[src/core/apf_consts.vh]
// Constants for the converter control block
`ifndef APF_CONSTS_VH
`define APF_CONSTS_VH
// Register byte offsets
`define APF_OFS_CTRL   8'h00
`define APF_OFS_CLK    8'h04
`define APF_OFS_PINCFG 8'h08
`define APF_OFS_PORT   8'h0c
`define APF_OFS_CHSEL  8'h10
`define APF_OFS_BUF    8'h40
`define APF_BUF_MASK   8'hc0
// Control register fields
`define APF_ON_BIT     15
`define APF_SIDL_BIT   13
`define APF_FORM_HI    9
`define APF_FORM_LO    8
`define APF_AUTO_BIT   2
`define APF_SAMPLE_CONTROL_BIT   1
`define APF_DONE_BIT   0
// Clock register fields
`define APF_SAMC_HI    12
`define APF_SAMC_LO    8
`define APF_RC_BIT     7
`define APF_DIV_HI     5
`define APF_DIV_LO     0
// Format codes
`define APF_FMT_INT    2'h0
`define APF_FMT_SINT   2'h1
`define APF_FMT_FRAC   2'h2
`define APF_FMT_SFRAC  2'h3
// Bus responses
`define APF_RESP_OK    2'h0
`define APF_RESP_ERR   2'h2
// Timing: conversion length in clock periods, instruction cycle in aclk cycles
`define APF_CONV_TADS  4'hc
`define APF_TCY_NS     8
`define APF_ACLK_NS    4
`define APF_TCY_CYC    (`APF_TCY_NS / `APF_ACLK_NS)
`endif

[src/core/apf_ctrl.v]
// Converter control: power, sleep/idle, result formats, pin readback
//
// Added by the designer: the register addresses and the AXI4-Lite slave port.
`timescale 1ns/1ps
`include "apf_consts.vh"
module apf_ctrl #(
    parameter NPINS = 9,
    parameter DEPTH = 16
) (
    // Clock and reset
    input  wire              aclk,
    input  wire              aresetn,
    // AXI4-Lite slave
    input  wire [7:0]        s_axi_awaddr,
    input  wire              s_axi_awvalid,
    output reg               s_axi_awready,
    input  wire [31:0]       s_axi_wdata,
    input  wire [3:0]        s_axi_wstrb,
    input  wire              s_axi_wvalid,
    output reg               s_axi_wready,
    output reg  [1:0]        s_axi_bresp,
    output reg               s_axi_bvalid,
    input  wire              s_axi_bready,
    input  wire [7:0]        s_axi_araddr,
    input  wire              s_axi_arvalid,
    output reg               s_axi_arready,
    output reg  [31:0]       s_axi_rdata,
    output reg  [1:0]        s_axi_rresp,
    output reg               s_axi_rvalid,
    input  wire              s_axi_rready,
    // Device power state and interrupt enable
    input  wire              sleep_mode,
    input  wire              idle_mode,
    input  wire              irq_enable,
    // Pins and analog core
    input  wire [NPINS-1:0]  pin_in,
    input  wire              rc_osc_in,
    input  wire [9:0]        sar_result,
    // Analog control outputs, completion pulse and wake request
    output reg               analog_enable,
    output reg               rc_osc_enable,
    output reg               hold_capacitor_connect,
    output reg               conv_clk,
    output reg               irq_pulse,
    output reg               wake_req
);
    localparam ST_IDLE = 2'h0;
    localparam ST_SAMPLE_CONTROL = 2'h1;
    localparam ST_DLY  = 2'h2;
    localparam ST_CONV = 2'h3;

    function [15:0] fmt_read;
        input [9:0] d;
        input [1:0] f;
        begin
            case (f)
                `APF_FMT_INT:  fmt_read = {6'h00, d};
                `APF_FMT_SINT: fmt_read = {{6{d[9]}}, d};
                default:       fmt_read = {d, 6'h00};
            endcase
        end
    endfunction

    function [15:0] merge16;
        input [15:0] old;
        input [31:0] wd;
        input [3:0]  st;
        begin
            merge16 = {st[1] ? wd[15:8] : old[15:8], st[0] ? wd[7:0] : old[7:0]};
        end
    endfunction

    // Registers
    reg              on_reg, sidl_reg, auto_reg, sample_control_reg, done_reg;
    reg  [1:0]       form_reg;
    reg  [4:0]       samc_reg;
    reg              rc_reg;
    reg  [5:0]       div_reg;
    reg  [NPINS-1:0] pcfg_reg, dir_reg;
    reg  [7:0]       chsel_reg;
    reg  [9:0]       buf_mem [0:DEPTH-1];
    reg  [3:0]       wptr_reg;
    reg  [1:0]       st_reg;
    reg  [5:0]       tad_cnt_reg;
    reg  [4:0]       seq_cnt_reg;
    reg  [1:0]       dly_reg;
    reg              pdown_reg, sleep_d_reg;
    reg  [2:0]       rc_sync_reg;
    reg  [NPINS-1:0] pin_s1_reg, pin_s2_reg, pin_s3_reg, pin_val_reg;

    // Synchronisers: a change counts once stages two and three agree
    always @(posedge aclk) begin
        rc_sync_reg <= {rc_sync_reg[1:0], rc_osc_in};
        pin_s1_reg  <= pin_in;
        pin_s2_reg  <= pin_s1_reg;
        pin_s3_reg  <= pin_s2_reg;
        if (!aresetn)
            pin_val_reg <= {NPINS{1'b0}};
        else
            pin_val_reg <= (pin_s2_reg & pin_s3_reg) | (pin_val_reg & (pin_s2_reg | pin_s3_reg));
    end

    // Clock gating and conversion clock tick
    wire sleep_run = sleep_mode & rc_reg;
    wire halted    = (idle_mode & sidl_reg) | (sleep_mode & ~rc_reg) | pdown_reg;
    wire active    = on_reg & ~halted;
    wire rc_edge   = rc_sync_reg[1] & rc_sync_reg[2] & ~pdown_reg;
    wire div_tick  = (tad_cnt_reg == div_reg);
    wire tad_tick  = active & (rc_reg ? rc_edge : div_tick);
    wire sleep_in  = sleep_mode & ~sleep_d_reg;

    // AXI decode
    wire wr_go     = s_axi_awvalid & s_axi_wvalid & ~s_axi_bvalid & ~s_axi_awready;
    wire rd_go     = s_axi_arvalid & ~s_axi_rvalid & ~s_axi_arready;
    wire wr_buf    = wr_go & ((s_axi_awaddr & `APF_BUF_MASK) == `APF_OFS_BUF);
    wire [3:0] widx = s_axi_awaddr[5:2];
    wire [3:0] ridx = s_axi_araddr[5:2];
    wire [15:0] ctrl_rd = {on_reg, 1'b0, sidl_reg, 3'h0, form_reg, 5'h00, auto_reg,
                           sample_control_reg, done_reg};
    wire [15:0] clk_rd  = {3'h0, samc_reg, rc_reg, 1'b0, div_reg};
    wire [15:0] ctrl_wr = merge16(ctrl_rd, s_axi_wdata, s_axi_wstrb);
    wire [15:0] clk_wr  = merge16(clk_rd, s_axi_wdata, s_axi_wstrb);
    wire ctrl_wen = wr_go & (s_axi_awaddr == `APF_OFS_CTRL);
    wire conv_end = tad_tick & (st_reg == ST_CONV) & (seq_cnt_reg == `APF_CONV_TADS - 5'h01);

    // Conversion sequencer
    always @(posedge aclk) begin
        if (!aresetn) begin
            st_reg        <= ST_IDLE;
            tad_cnt_reg   <= 6'h00;
            seq_cnt_reg   <= 5'h00;
            dly_reg       <= 2'h0;
            wptr_reg      <= 4'h0;
            done_reg      <= 1'b0;
            sample_control_reg      <= 1'b0;
            pdown_reg     <= 1'b0;
            sleep_d_reg   <= 1'b0;
            irq_pulse     <= 1'b0;
            wake_req      <= 1'b0;
            conv_clk      <= 1'b0;
        end else begin
            sleep_d_reg <= sleep_mode;
            irq_pulse   <= 1'b0;
            wake_req    <= 1'b0;
            tad_cnt_reg <= (!active || div_tick) ? 6'h00 : tad_cnt_reg + 6'h01;
            if (tad_tick)
                conv_clk <= ~conv_clk;
            else if (halted || !on_reg)
                conv_clk <= 1'b0;
            if (!sleep_mode)
                pdown_reg <= 1'b0;
            if (ctrl_wen)
                sample_control_reg <= ctrl_wr[`APF_SAMPLE_CONTROL_BIT];
            if (ctrl_wen && !ctrl_wr[`APF_DONE_BIT])
                done_reg <= 1'b0;
            if (!on_reg || (sleep_in && !rc_reg)) begin
                st_reg      <= ST_IDLE;
                seq_cnt_reg <= 5'h00;
            end else if (!halted) begin
                case (st_reg)
                    ST_IDLE: begin
                        if (sample_control_reg || auto_reg) begin
                            st_reg      <= ST_SAMPLE_CONTROL;
                            seq_cnt_reg <= 5'h00;
                        end
                    end
                    ST_SAMPLE_CONTROL: begin
                        if (tad_tick && seq_cnt_reg != 5'h1f)
                            seq_cnt_reg <= seq_cnt_reg + 5'h01;
                        if ((auto_reg && tad_tick && seq_cnt_reg + 5'h01 >= samc_reg) ||
                            (!auto_reg && !sample_control_reg)) begin
                            st_reg      <= rc_reg ? ST_DLY : ST_CONV;
                            dly_reg     <= 2'h0;
                            seq_cnt_reg <= 5'h00;
                        end
                    end
                    ST_DLY: begin
                        dly_reg <= dly_reg + 2'h1;
                        if (dly_reg == `APF_TCY_CYC - 1)
                            st_reg <= ST_CONV;
                    end
                    ST_CONV: begin
                        if (tad_tick)
                            seq_cnt_reg <= seq_cnt_reg + 5'h01;
                        if (conv_end) begin
                            st_reg   <= ST_IDLE;
                            wptr_reg <= wptr_reg + 4'h1;
                            if (sleep_mode) begin
                                irq_pulse <= 1'b1;
                                if (irq_enable)
                                    wake_req <= 1'b1;
                                else
                                    pdown_reg <= 1'b1;
                            end
                        end
                    end
                    default: st_reg <= ST_IDLE;
                endcase
            end
            if (conv_end && on_reg && !halted)
                done_reg <= 1'b1;
        end
    end

    // Result buffer: no reset, so its contents survive any reset
    // Software writes land right-justified; the upper six bits are dropped
    wire [15:0] buf_wr = merge16({6'h00, buf_mem[widx]}, s_axi_wdata, s_axi_wstrb);
    always @(posedge aclk) begin
        if (wr_buf)
            buf_mem[widx] <= buf_wr[9:0];
        else if (aresetn && conv_end && on_reg && !halted)
            buf_mem[wptr_reg] <= sar_result;
    end

    // Software registers; sleep never touches them
    always @(posedge aclk) begin
        if (!aresetn) begin
            on_reg    <= 1'b0;
            sidl_reg  <= 1'b0;
            auto_reg  <= 1'b0;
            form_reg  <= `APF_FMT_INT;
            samc_reg  <= 5'h00;
            rc_reg    <= 1'b0;
            div_reg   <= 6'h00;
            pcfg_reg  <= {NPINS{1'b0}};
            dir_reg   <= {NPINS{1'b1}};
            chsel_reg <= 8'h00;
        end else if (wr_go) begin
            case (s_axi_awaddr)
                `APF_OFS_CTRL: begin
                    on_reg   <= ctrl_wr[`APF_ON_BIT];
                    sidl_reg <= ctrl_wr[`APF_SIDL_BIT];
                    form_reg <= ctrl_wr[`APF_FORM_HI:`APF_FORM_LO];
                    auto_reg <= ctrl_wr[`APF_AUTO_BIT];
                end
                `APF_OFS_CLK: begin
                    samc_reg <= clk_wr[`APF_SAMC_HI:`APF_SAMC_LO];
                    rc_reg   <= clk_wr[`APF_RC_BIT];
                    div_reg  <= clk_wr[`APF_DIV_HI:`APF_DIV_LO];
                end
                `APF_OFS_PINCFG: begin
                    pcfg_reg <= s_axi_wdata[NPINS-1:0];
                    dir_reg  <= s_axi_wdata[NPINS+15:16];
                end
                `APF_OFS_CHSEL: chsel_reg <= s_axi_wdata[7:0];
                default: chsel_reg <= chsel_reg;
            endcase
        end
    end

    // Analog side controls
    always @(posedge aclk) begin
        if (!aresetn) begin
            analog_enable          <= 1'b0;
            rc_osc_enable          <= 1'b0;
            hold_capacitor_connect <= 1'b0;
        end else begin
            analog_enable          <= on_reg & ~pdown_reg;
            rc_osc_enable          <= on_reg & rc_reg & ~pdown_reg & (~sleep_mode | sleep_run);
            hold_capacitor_connect <= active & (st_reg == ST_SAMPLE_CONTROL);
        end
    end

    // AXI write channel: address and data taken together
    always @(posedge aclk) begin
        if (!aresetn) begin
            s_axi_awready <= 1'b0;
            s_axi_wready  <= 1'b0;
            s_axi_bvalid  <= 1'b0;
            s_axi_bresp   <= `APF_RESP_OK;
        end else begin
            s_axi_awready <= wr_go;
            s_axi_wready  <= wr_go;
            if (wr_go) begin
                s_axi_bvalid <= 1'b1;
                s_axi_bresp  <= (s_axi_awaddr == `APF_OFS_CTRL ||
                                 s_axi_awaddr == `APF_OFS_CLK ||
                                 s_axi_awaddr == `APF_OFS_PINCFG ||
                                 s_axi_awaddr == `APF_OFS_PORT ||
                                 s_axi_awaddr == `APF_OFS_CHSEL || wr_buf) ?
                                `APF_RESP_OK : `APF_RESP_ERR;
            end else if (s_axi_bready) begin
                s_axi_bvalid <= 1'b0;
            end
        end
    end

    // AXI read channel
    always @(posedge aclk) begin
        if (!aresetn) begin
            s_axi_arready <= 1'b0;
            s_axi_rvalid  <= 1'b0;
            s_axi_rdata   <= 32'h0000_0000;
            s_axi_rresp   <= `APF_RESP_OK;
        end else begin
            s_axi_arready <= rd_go;
            if (rd_go) begin
                s_axi_rvalid <= 1'b1;
                s_axi_rresp  <= `APF_RESP_OK;
                s_axi_rdata  <= 32'h0000_0000;
                if ((s_axi_araddr & `APF_BUF_MASK) == `APF_OFS_BUF)
                    s_axi_rdata[15:0] <= fmt_read(buf_mem[ridx], form_reg);
                else
                    case (s_axi_araddr)
                        `APF_OFS_CTRL:   s_axi_rdata[15:0] <= ctrl_rd;
                        `APF_OFS_CLK:    s_axi_rdata[15:0] <= clk_rd;
                        `APF_OFS_PINCFG: s_axi_rdata <= {{(16-NPINS){1'b0}}, dir_reg,
                                                         {(16-NPINS){1'b0}}, pcfg_reg};
                        `APF_OFS_PORT:   s_axi_rdata[NPINS-1:0] <= pin_val_reg & pcfg_reg;
                        `APF_OFS_CHSEL:  s_axi_rdata[7:0] <= chsel_reg;
                        default:         s_axi_rresp <= `APF_RESP_ERR;
                    endcase
            end else if (s_axi_rready) begin
                s_axi_rvalid <= 1'b0;
            end
        end
    end
endmodule

[config.mk]
export PLATFORM = sky130hd
export DESIGN_NAME = apf_ctrl
export DESIGN_NICKNAME = d
export VERILOG_FILES = /design/src/core/apf_ctrl.v
export VERILOG_INCLUDE_DIRS = /design/src /design/src/core
export SDC_FILE = /design/constraint.sdc
export NUM_CORES = 1
export LEC_CHECK = 0
export BUFFER_PORTS_ARGS = -buffer_cell sky130_fd_sc_hd__buf_4
export CAP_MARGIN = 20
export CORE_MARGIN = 2
export CORE_UTILIZATION = 59
export CTS_CLUSTER_SIZE = 12
export DETAILED_ROUTE_END_ITERATION = 8
export MAX_ROUTING_LAYER = met4
export PLACE_DENSITY_LB_ADDON = 0.15
export SETUP_SLACK_MARGIN = 0.2
export SLEW_MARGIN = 20
export SYNTH_ARGS = -nofsm -noshare
export SYNTH_HDL_FRONTEND = slang
export SYNTH_SLANG_ARGS = --single-unit
[constraint.sdc]
create_clock -name aclk -period 3.8 [get_ports aclk]
set_input_delay 0 -clock aclk [delete_from_list [all_inputs] [get_ports aclk]]
set_output_delay 0 -clock aclk [all_outputs]
set_load 0.005 [all_outputs]
==> impl_metrics.yaml, run 1 <==
run_status:
  run_status: "finished, final reports clean"
grt:
  grt_max_degree: 55
  antenna_found_initial: 0
  grt_pass1_vias: 8150
  globalRouteTotalUtil_pct: 27.0
  grt_pass1_wl_um: 44300
  grt-ovfl-total: 0
clock_network:
  insertion_delay_ns: 0.55
  cts_sinks: 302
  cts_tree: "done"
  numCtsBuffers: 31
  root_buffer: "clkbuf_16"
  clockBufferDepth: 3
  htree_levels: 1
  path_clk_slew_ns: 0.06
min_path:
  hp-class: "input pin to register"
finish:
  multiInputGateArea_um2: 4300
  layout_common_cells: "160 x edfxtp_1, 142 x dfxtp_1, 127 x buf_4, 88 x nor2_1, 72 x nand2_1"
  instances_no_fill: 1377
  diodes: 0
  nets: 1190
  top_register: "buf_mem"
  top_regs: "buf_mem x160, s_axi_rdata x25"
  seqCellArea_um2: 7650
  largest_register_ff_count: 160
  layout-drive-gt1-share_pct: 23.2
  area_growth_pct: 20.8
  num-fill-cells: 1345
  layout_commonest_cell: "edfxtp_1"
detailed_routing:
  detail-route-antenna-nets: 0
  drc_errors: 0
  drt_iter0_markers: 530
  wl_um: 28600
  wire_per_inst_um: 20.7
  drt_pass1_iterations: 5
  vias: 8053
  viasPerCell: 5.85
logic_synthesis:
  synthArstFlopShare_pct: 0
  synthCells: 921
  ys_seq_area_share_pct: 62.4
  synth_edf_count: 160
  syn_area_per_cell_um2: 13.3
  synth_warnings: 0
  synth_ff_type: "edfxtp_1"
  ys_seq_elements: 302
  synthesis.area_um2: 12300
  yosysUniqueCellTypes: 62
sta:
  whs_ns: 0.0129
  period_share_pct: 88.5
  drv_slew: 0
  rsz0062_at_grt: "false"
  worstMarginPinSlew_ns: 1.02
  fin_skew_ns: 0.0137
  clock.fmax_mhz: 297
  setup_viol: 0
  fin_crit_ns: 3.36
  hold_violations: 0
  setup_tns_ns: 0
  slew_headroom_pct: 31.6
floorplanning:
  start_util_pct: 60.4
  fp-row-count: 52
  design.portCount: 129
  die_area_um2: 21900
  die_w_um: 148
  die_h_um: 148
  coreArea_um2: 20300
pwr:
  ir_drop_mv: 0.390
  power_density_nw_per_um2: 452
  static-leakage-power_nw: 5.41
  finalPower_mw: 6.69
setup_path:
  critPathCaptureType: "register"
  path_buf_inv: 3
  cp.required_ns: 4.23
  path_max_fanout: 18
  cp.arrival_ns: 3.79
  cpPeakStageDelay_ns: 0.60
  critPathTopFamily: "simple AND/OR/NAND/NOR gates"
  slowest_stage: "nand2b_1"
  start_kind: "register"
  crit_top_cell: "dlygate4sd3_1"
  worstPathCellList: "nand4bb_1, dlygate4sd3_1, buf_4, nor3_1, nand2b_1, nand2_1, nand3_1, dlygate4sd3_1"
  worstSetupPathType: "register to register"
placement:
  gp_congestion: 0.834
  place_hpwl_um: 18600
  portBuffers: 109
  place_inst: 1272
job:
  max-cap-violations: 0
layout make-up:
cell class	count	area share (%)
flip-flops and latches	302	51.7
clock inverters	6	0.372
clock buffers	41	5.83
well taps	270	2.28
repair buffers	185	10.4
multi-input cells	556	29.0
inverters	17	0.431
cells by family after synthesis:
family	synth area share [%]
AOI/OAI and AO/OA	7.17
xor gates and xnor gates	1.14
adders and majority gates	1.53
buffers and inverters	2.92
DFF	62.4
muxes	13.3
other	0.0306
and+or+nand+nor	11.5
timing repair:
item / in CTS / in global routing
gates resized for setup: 0 / 4
setup endpoints to repair: 0 / 20
hold endpoints to repair: 85 / 0
buffers inserted: 0 / 0
hold buffers: 58 / 0
layer usage:
metal  global-route usage (%)  part of all wire, %  vias to the layer above
met1                     34.9                   41                     3960
met5                        -                    0                        -
met3                     3.53                  5.7                       59
met4                     7.90                  2.8                        0
met2                     45.4                   50                      289
li1                         -                    -                     3745
synth_stat cells (2+ instances only):
cell	number	share of area, %
o31ai_1	2	0.12
buf_2	7	0.29
clkbuf_1	27	0.83
or3b_2	3	0.21
o41ai_1	3	0.21
a41oi_1	2	0.14
nor4_2	2	0.20
a21oi_1	44	1.8
mux4_2	50	9.2
or4b_1	4	0.33
and3_1	4	0.20
and2_1	10	0.51
edfxtp_1	160	39
nand2b_1	16	0.82
o21a_1	2	0.12
a221oi_1	10	0.71
ha_1	15	1.5
xor2_1	9	0.64
mux2_2	15	1.4
buf_6	5	0.46
a31oi_1	15	0.77
nor4_1	2	0.10
nor2b_1	10	0.51
a22o_1	3	0.21
nor3_1	8	0.33
or4_1	2	0.12
a221o_1	2	0.16
nand3_1	32	1.3
nand4bb_1	2	0.18
o21ai_0	33	1.3
xnor2_1	7	0.50
inv_1	17	0.52
nor2_1	91	2.8
nor3b_1	5	0.31
nand2_1	72	2.2
nor3_2	3	0.25
buf_1	3	0.092
or2_2	3	0.15
mux2i_1	33	2.7
a22oi_1	13	0.80
o31a_1	2	0.14
dfxtp_1	142	23
buf_4	12	0.74
final timing paths:
kind	start	end	slack (ns)	depth (start not counted)
min	sar_result[8]	buf_mem[1][8]	0.01	2
max reg2reg	s_axi_wready	dir_reg[6]	0.44	8
max	s_axi_wready	dir_reg[6]	0.44	8
min reg2reg	pin_s1_reg[8]	pin_s2_reg[8]	0.33	0
worst register-to-register path, delay by kind of cell, from the launching register on:
kind          cells  cell delay [ns]
buf+inv           3             1.35
flops             1             0.32
simple gates      5             1.58
power breakdown:
part           total, mW  leakage [nW]  switching, mW  internal, mW
combinational      0.418          2.36          0.218         0.200
clock               2.77         0.449           1.15          1.63
sequential          3.50          2.60         0.0233          3.47
metrics by stage:
step / setup WS (ns) / instance area, µm² / utilization, %
floorplan: 1.01 / 12300 / -
global placement: 0.754 / 13300 / 65.5
detailed placement: 0.657 / 13300 / 65.5
CTS: 0.341 / 14800 / 72.8
global route: 0.258 / 14800 / 72.9
finish: 0.436 / 14800 / 72.9
Note: power is estimated with default switching activity, not from simulation.
==> inputs of run 2 (changes only) <==
ABC_CLOCK_PERIOD_IN_PS = 3800   (was not set)
CORE_UTILIZATION = 56   (was 59)
==> run 2 against run 1 <==
Against the previous run: flip-flop and latch count is the same; routed wire length is essentially flat; largest power group unchanged; hold slack gained 0.0029 ns; critical endpoint is now buf_mem[10][7]; maximum frequency grew 2.7%; critical path depth grew 1; clock power shrank 2%; die area grew 5.2%; clock skew shrank 0.0076 ns; via count shrank 1.7%; sequential share of layout area grew 0.16 points; core utilization shrank 4.7 points; count of clock-buffer cells in the layout is the same.
==> impl_metrics.yaml, run 2 (synthesis gave the netlist of run 1 again) <==
run_status:
  run_status: "finished, final reports clean"
pwr:
  p_seq_share_pct: 52.8
  power_density_nw_per_um2: 449
  static-leakage-power_nw: 5.39
  intPower_mw: 5.22
  combinationalPowerShare_pct: 6.2
  ir_drop_mv: 0.487
  switching_power_mw: 1.40
  finalPower_mw: 6.62
  power_frac_clock_pct: 41.0
  switching_share_pct: 21.1
placement:
  gp_congestion: 0.848
  portBuffers: 109
  place_hpwl_um: 19300
clock_network:
  cts_sinks: 302
  clockBufferDepth: 3
  root_buffer: "clkbuf_16"
  numCtsBuffers: 31
  cts_setup_buffers: 0
  htree_levels: 1
  cts_tree: "done"
  path_clk_slew_ns: 0.06
  insertion_delay_ns: 0.55
sta:
  setup_tns_ns: 0
  rsz0062_at_grt: "false"
  worstMarginPinSlew_ns: 1.01
  drv_slew: 0
  hold_violations: 0
  fin_crit_ns: 3.27
  setup_viol: 0
  slew_headroom_pct: 32.7
  period_share_pct: 86.2
  clock.fmax_mhz: 305
  fin_skew_ns: 0.00605
floorplanning:
  coreArea_um2: 21600
  die_h_um: 152
  design.portCount: 129
  die_w_um: 152
  fp-row-count: 54
  start_util_pct: 56.7
  die_area_um2: 23100
grt:
  grt_pass1_wl_um: 44700
  globalRouteTotalUtil_pct: 25.4
  met1_usage_pct: 33.1
  grt_max_degree: 68
  grt.busiest_layer: "met2"
  gr-usage-met2_pct: 41.3
  grt_use_met3_pct: 4.05
  grt-ovfl-total: 0
  antenna_found_initial: 0
  grt_pass1_vias: 7820
setup_path:
  path_max_fanout: 10
  critPathCaptureType: "register"
  worstSetupPathType: "register to register"
  cp.arrival_ns: 3.57
  cp.required_ns: 4.10
  start_kind: "register"
finish:
  layout_common_cells: "160 x edfxtp_1, 142 x dfxtp_1, 129 x buf_4, 91 x nor2_1, 72 x nand2_1"
  layout_commonest_cell: "edfxtp_1"
  area_growth_pct: 20.4
  num-fill-cells: 1530
  diodes: 0
  top_regs: "buf_mem x160, s_axi_rdata x25"
  layout-drive-gt1-share_pct: 23.2
  largest_register_ff_count: 160
  nets: 1188
  top_register: "buf_mem"
min_path:
  hp-class: "input pin to register"
detailed_routing:
  drc_errors: 0
  vias: 7914
  wl_um: 28600
  wire_per_inst_um: 20.6
  viasPerCell: 5.70
  drt_iter0_markers: 480
  detail-route-antenna-nets: 0
  drt_pass1_iterations: 5
job:
  max-cap-violations: 0
run 2: cell types whose count changed in the layout (fill, tap and decap cells not counted), moves of 2 or more:
cell / change
dlygate4sd3_1: -4
nor2_1: +3
nor2_2: -3
clkinv_2: +2
clkinv_1: +2
buf_4: +2
run 2: worst paths after layout:
check,start,to,slack (ns),depth (start not counted)
worst max-delay path,seq_cnt_reg[0],buf_mem[10][7],0.53,9
worst min-delay path,sar_result[0],buf_mem[0][0],0.02,2
worst max register to register,seq_cnt_reg[0],buf_mem[10][7],0.53,9
worst min register to register,pin_s1_reg[7],pin_s2_reg[7],0.33,0
run 2: cell type report:
cell class	count	area (µm²)	share of cell area [%]
clock inverter	9	43.8	0.297
sequential	302	7650	51.8
clock buffer	41	853	5.78
timing repair buffer	183	1510	10.2
inverter	17	63.8	0.432
tap	280	350	2.37
multi-input combinational	556	4290	29.1
run 2: per-layer routing:
metal  wire length [µm]  vias up
met5                  0        -
met4                874        0
met3               1580       54
met2              14100      244
met1              12100     3870
li1                   -     3746
run 2: timing repair:
item | CTS | global route
endpoints found under the setup margin | 0 | 40
hold endpoints to repair | 84 | 0
resized for setup | 0 | 1
hold buffers | 54 | 0
run 2: through the flow:
| step | instance area, µm² | worst slack (ns) | utilization (%) | cells | hold slack, ns |
|---|---|---|---|---|---|
| after floorplan | 12300 | 1.01 | - | 929 | 0.0277 |
| after global placement | 13300 | 0.471 | 61.6 | 1284 | 0.105 |
| after detailed placement | 13300 | 0.394 | 61.6 | 1284 | 0.106 |
| after CTS | 14800 | 0.391 | 68.2 | 1388 | 0.0123 |
| after global routing | 14800 | 0.240 | 68.2 | 1388 | 0.0428 |
| final | 14800 | 0.525 | 68.2 | 1388 | 0.0158 |
run 2: worst max-delay path: stages (launching register included):
cell and delay, ns:
dfxtp_1 0.39, ha_1 0.25, nand2b_1 0.09, nor3b_1 0.42
nand3_1 0.40, nor3_4 0.46, buf_4 0.24, mux2i_2 0.47
nor2_1 0.10, buf_4 0.20
run 2: power by group through the flow:
| stage | logic (mW) | clock network (mW) | registers [mW] |
|---|---|---|---|
| 2_1_floorplan | 0.210 | 0 | 3.56 |
| 3_3_place_gp | 0.366 | 0 | 3.56 |
| 3_5_place_dp | 0.371 | 0 | 3.57 |
| 4_1_cts | 0.411 | 2.75 | 3.50 |
| 5_1_grt | 0.444 | 2.87 | 3.50 |
| 6_report | 0.410 | 2.71 | 3.50 |
==> inputs of run 3 (changes only) <==
ABC_CLOCK_PERIOD_IN_PS = 3310   (was 3800)
PLACE_DENSITY = 0.76   (was not set)
PLACE_DENSITY_LB_ADDON = not set   (was 0.15)
SLEW_MARGIN = not set   (was 20)
clock period = 3.31 ns   (was 3.8 ns; I/O delays follow)
==> run 3 against run 2 <==
Against the previous run: the run now ends with negative hold slack left; total power grew 16%; sequential share of layout area shrank 1.2 points; largest power group unchanged; clock skew grew 0.015 ns; via count grew 6.7%; critical path type unchanged.
==> impl_metrics.yaml, run 3 (synthesis gave the netlist of run 1 again) <==
detailed_routing:
  vias: 8444
  drc_errors: 0
  drt_pass1_iterations: 6
  wl_um: 30600
  detail-route-antenna-nets: 0
  drt_iter0_markers: 805
  wire_per_inst_um: 21.5
  viasPerCell: 5.93
grt:
  globalRouteTotalUtil_pct: 27.2
  grt_pass1_wl_um: 47500
  antenna_found_initial: 1
  grt_pass1_vias: 8527
  grt_max_degree: 63
  grt-ovfl-total: 0
pwr:
  p_seq_share_pct: 52.1
  power_density_nw_per_um2: 510
  finalPower_mw: 7.71
  intPower_mw: 6.04
  ir_drop_mv: 0.401
  switching_power_mw: 1.66
  static-leakage-power_nw: 5.53
  power_frac_clock_pct: 41.5
  switching_share_pct: 21.5
  combinationalPowerShare_pct: 6.4
setup_path:
  path_max_fanout: 15
  slowest_stage: "mux2_2"
  start_kind: "register"
  rr_startpoint: "seq_cnt_reg[0]"
  critPathCaptureType: "register"
  worstPathCellList: "ha_1, nand2b_1, nor3b_1, nand3_1, nor3_2, buf_12, mux2_2, nor2_1, buf_4"
  cpPeakStageDelay_ns: 0.41
  crit_path_start: "seq_cnt_reg[0]"
  worstSetupPathType: "register to register"
  critPathTopFamily: "simple AND/OR/NAND/NOR gates"
  cp.arrival_ns: 3.20
  path_buf_inv: 2
  cp.required_ns: 3.57
clock_network:
  cts_sinks: 302
  cts_tree: "done"
  numCtsBuffers: 30
  insertion_delay_ns: 0.57
  cts_setup_buffers: 0
  htree_levels: 1
  path_clk_slew_ns: 0.06
  root_buffer: "clkbuf_16"
  clockBufferDepth: 3
floorplanning:
  coreArea_um2: 21600
  design.portCount: 129
  die_h_um: 152
  fp-row-count: 54
  start_util_pct: 56.7
  die_area_um2: 23100
  die_w_um: 152
finish:
  top_register: "buf_mem"
  top_regs: "buf_mem x160, s_axi_rdata x25"
  final_core_util_pct: 69.9
  layout_commonest_cell: "edfxtp_1"
  layout_common_cells: "160 x edfxtp_1, 142 x dfxtp_1, 136 x buf_4, 90 x nor2_1, 79 x dlygate4sd3_1"
  layout-drive-gt1-share_pct: 23.2
  largest_register_ff_count: 160
  nets: 1221
  area_growth_pct: 23.3
run_status:
  violations: "negative hold slack"
  run_status: "complete, but fails checks"
sta:
  fin_crit_ns: 2.94
  period_share_pct: 88.9
  fin_skew_ns: 0.0210
  setup_viol: 0
  whs_ns: -0.00282
  rsz0062_at_grt: "false"
  drv_slew: 0
  slew_headroom_pct: 34.7
  clock.fmax_mhz: 340
  worstMarginPinSlew_ns: 0.980
  setup_tns_ns: 0
  hold_violations: 1
min_path:
  hp-class: "input pin to register"
  hp-start: "sar_result[8]"
job:
  max-cap-violations: 0
placement:
  gp_congestion: 0.844
  portBuffers: 109
  place_hpwl_um: 19700
## run 3: area by class of cell
| cell class | count | area (µm²) |
|---|---|---|
| multi-input cells | 556 | 4300 |
| flip-flops and latches | 302 | 7650 |
| diodes | 1 | 2.50 |
| well taps | 280 | 350 |
| clock buffers | 49 | 852 |
| fillers | 1451 | 6510 |
| repair buffers | 217 | 1840 |
| clock inverters | 3 | 53.8 |
| inverters | 17 | 63.8 |
## run 3: repair_timing
item / 4_1_cts / 5_1_grt
resized for setup: 0 / 5
hold buffers: 76 / 3
setup endpoints to repair: 0 / 28
hold endpoints to repair: 101 / 1
## run 3: worst paths after layout
path	cells after the start	end	slack [ns]
worst max-delay path	9	buf_mem[5][4]	0.37
worst min-delay path	2	buf_mem[0][8]	-0.003
worst max register to register	9	buf_mem[5][4]	0.37
worst min register to register	0	pin_s2_reg[2]	0.33
## run 3: worst reg2reg max path, delay by kind of cell (launching register included)
family                   cells  cell delay (ns)
adder cells (fa/ha/maj)      1             0.26
multiplexers                 1             0.42
flip-flops                   1             0.39
buffers and inverters        2             0.39
AND/OR/NAND/NOR              5             1.20
## run 3: through the flow
stage               hold slack, ns  setup WS [ns]  instance area, µm²  std cells
detailed placement           0.106          0.356               13400       1292
finish                    -0.00282          0.369               15100       1425
global route                0.0365          0.203               15100       1425
global placement             0.106          0.456               13400       1292
floorplan                   0.0277          0.522               12300        929
CTS                        0.00631          0.253               15100       1420
## run 3: power by group through the flow
stage                     registers [mW]  logic, mW  clock network, mW
after floorplan                     4.09      0.242                  0
after global placement              4.09      0.425                  0
after detailed placement            4.09      0.433                  0
after CTS                           4.01      0.486               3.23
after global routing                4.02      0.528               3.37
final                               4.02      0.494               3.20
## run 3: routing by layer
metal,wire length [µm],track usage (%),vias to the layer above
li1,-,-,3819
met1,11700,34.1,4166
met2,15300,44.5,366
met3,2510,5.42,93
met4,1080,9.39,0
met5,0,-,-
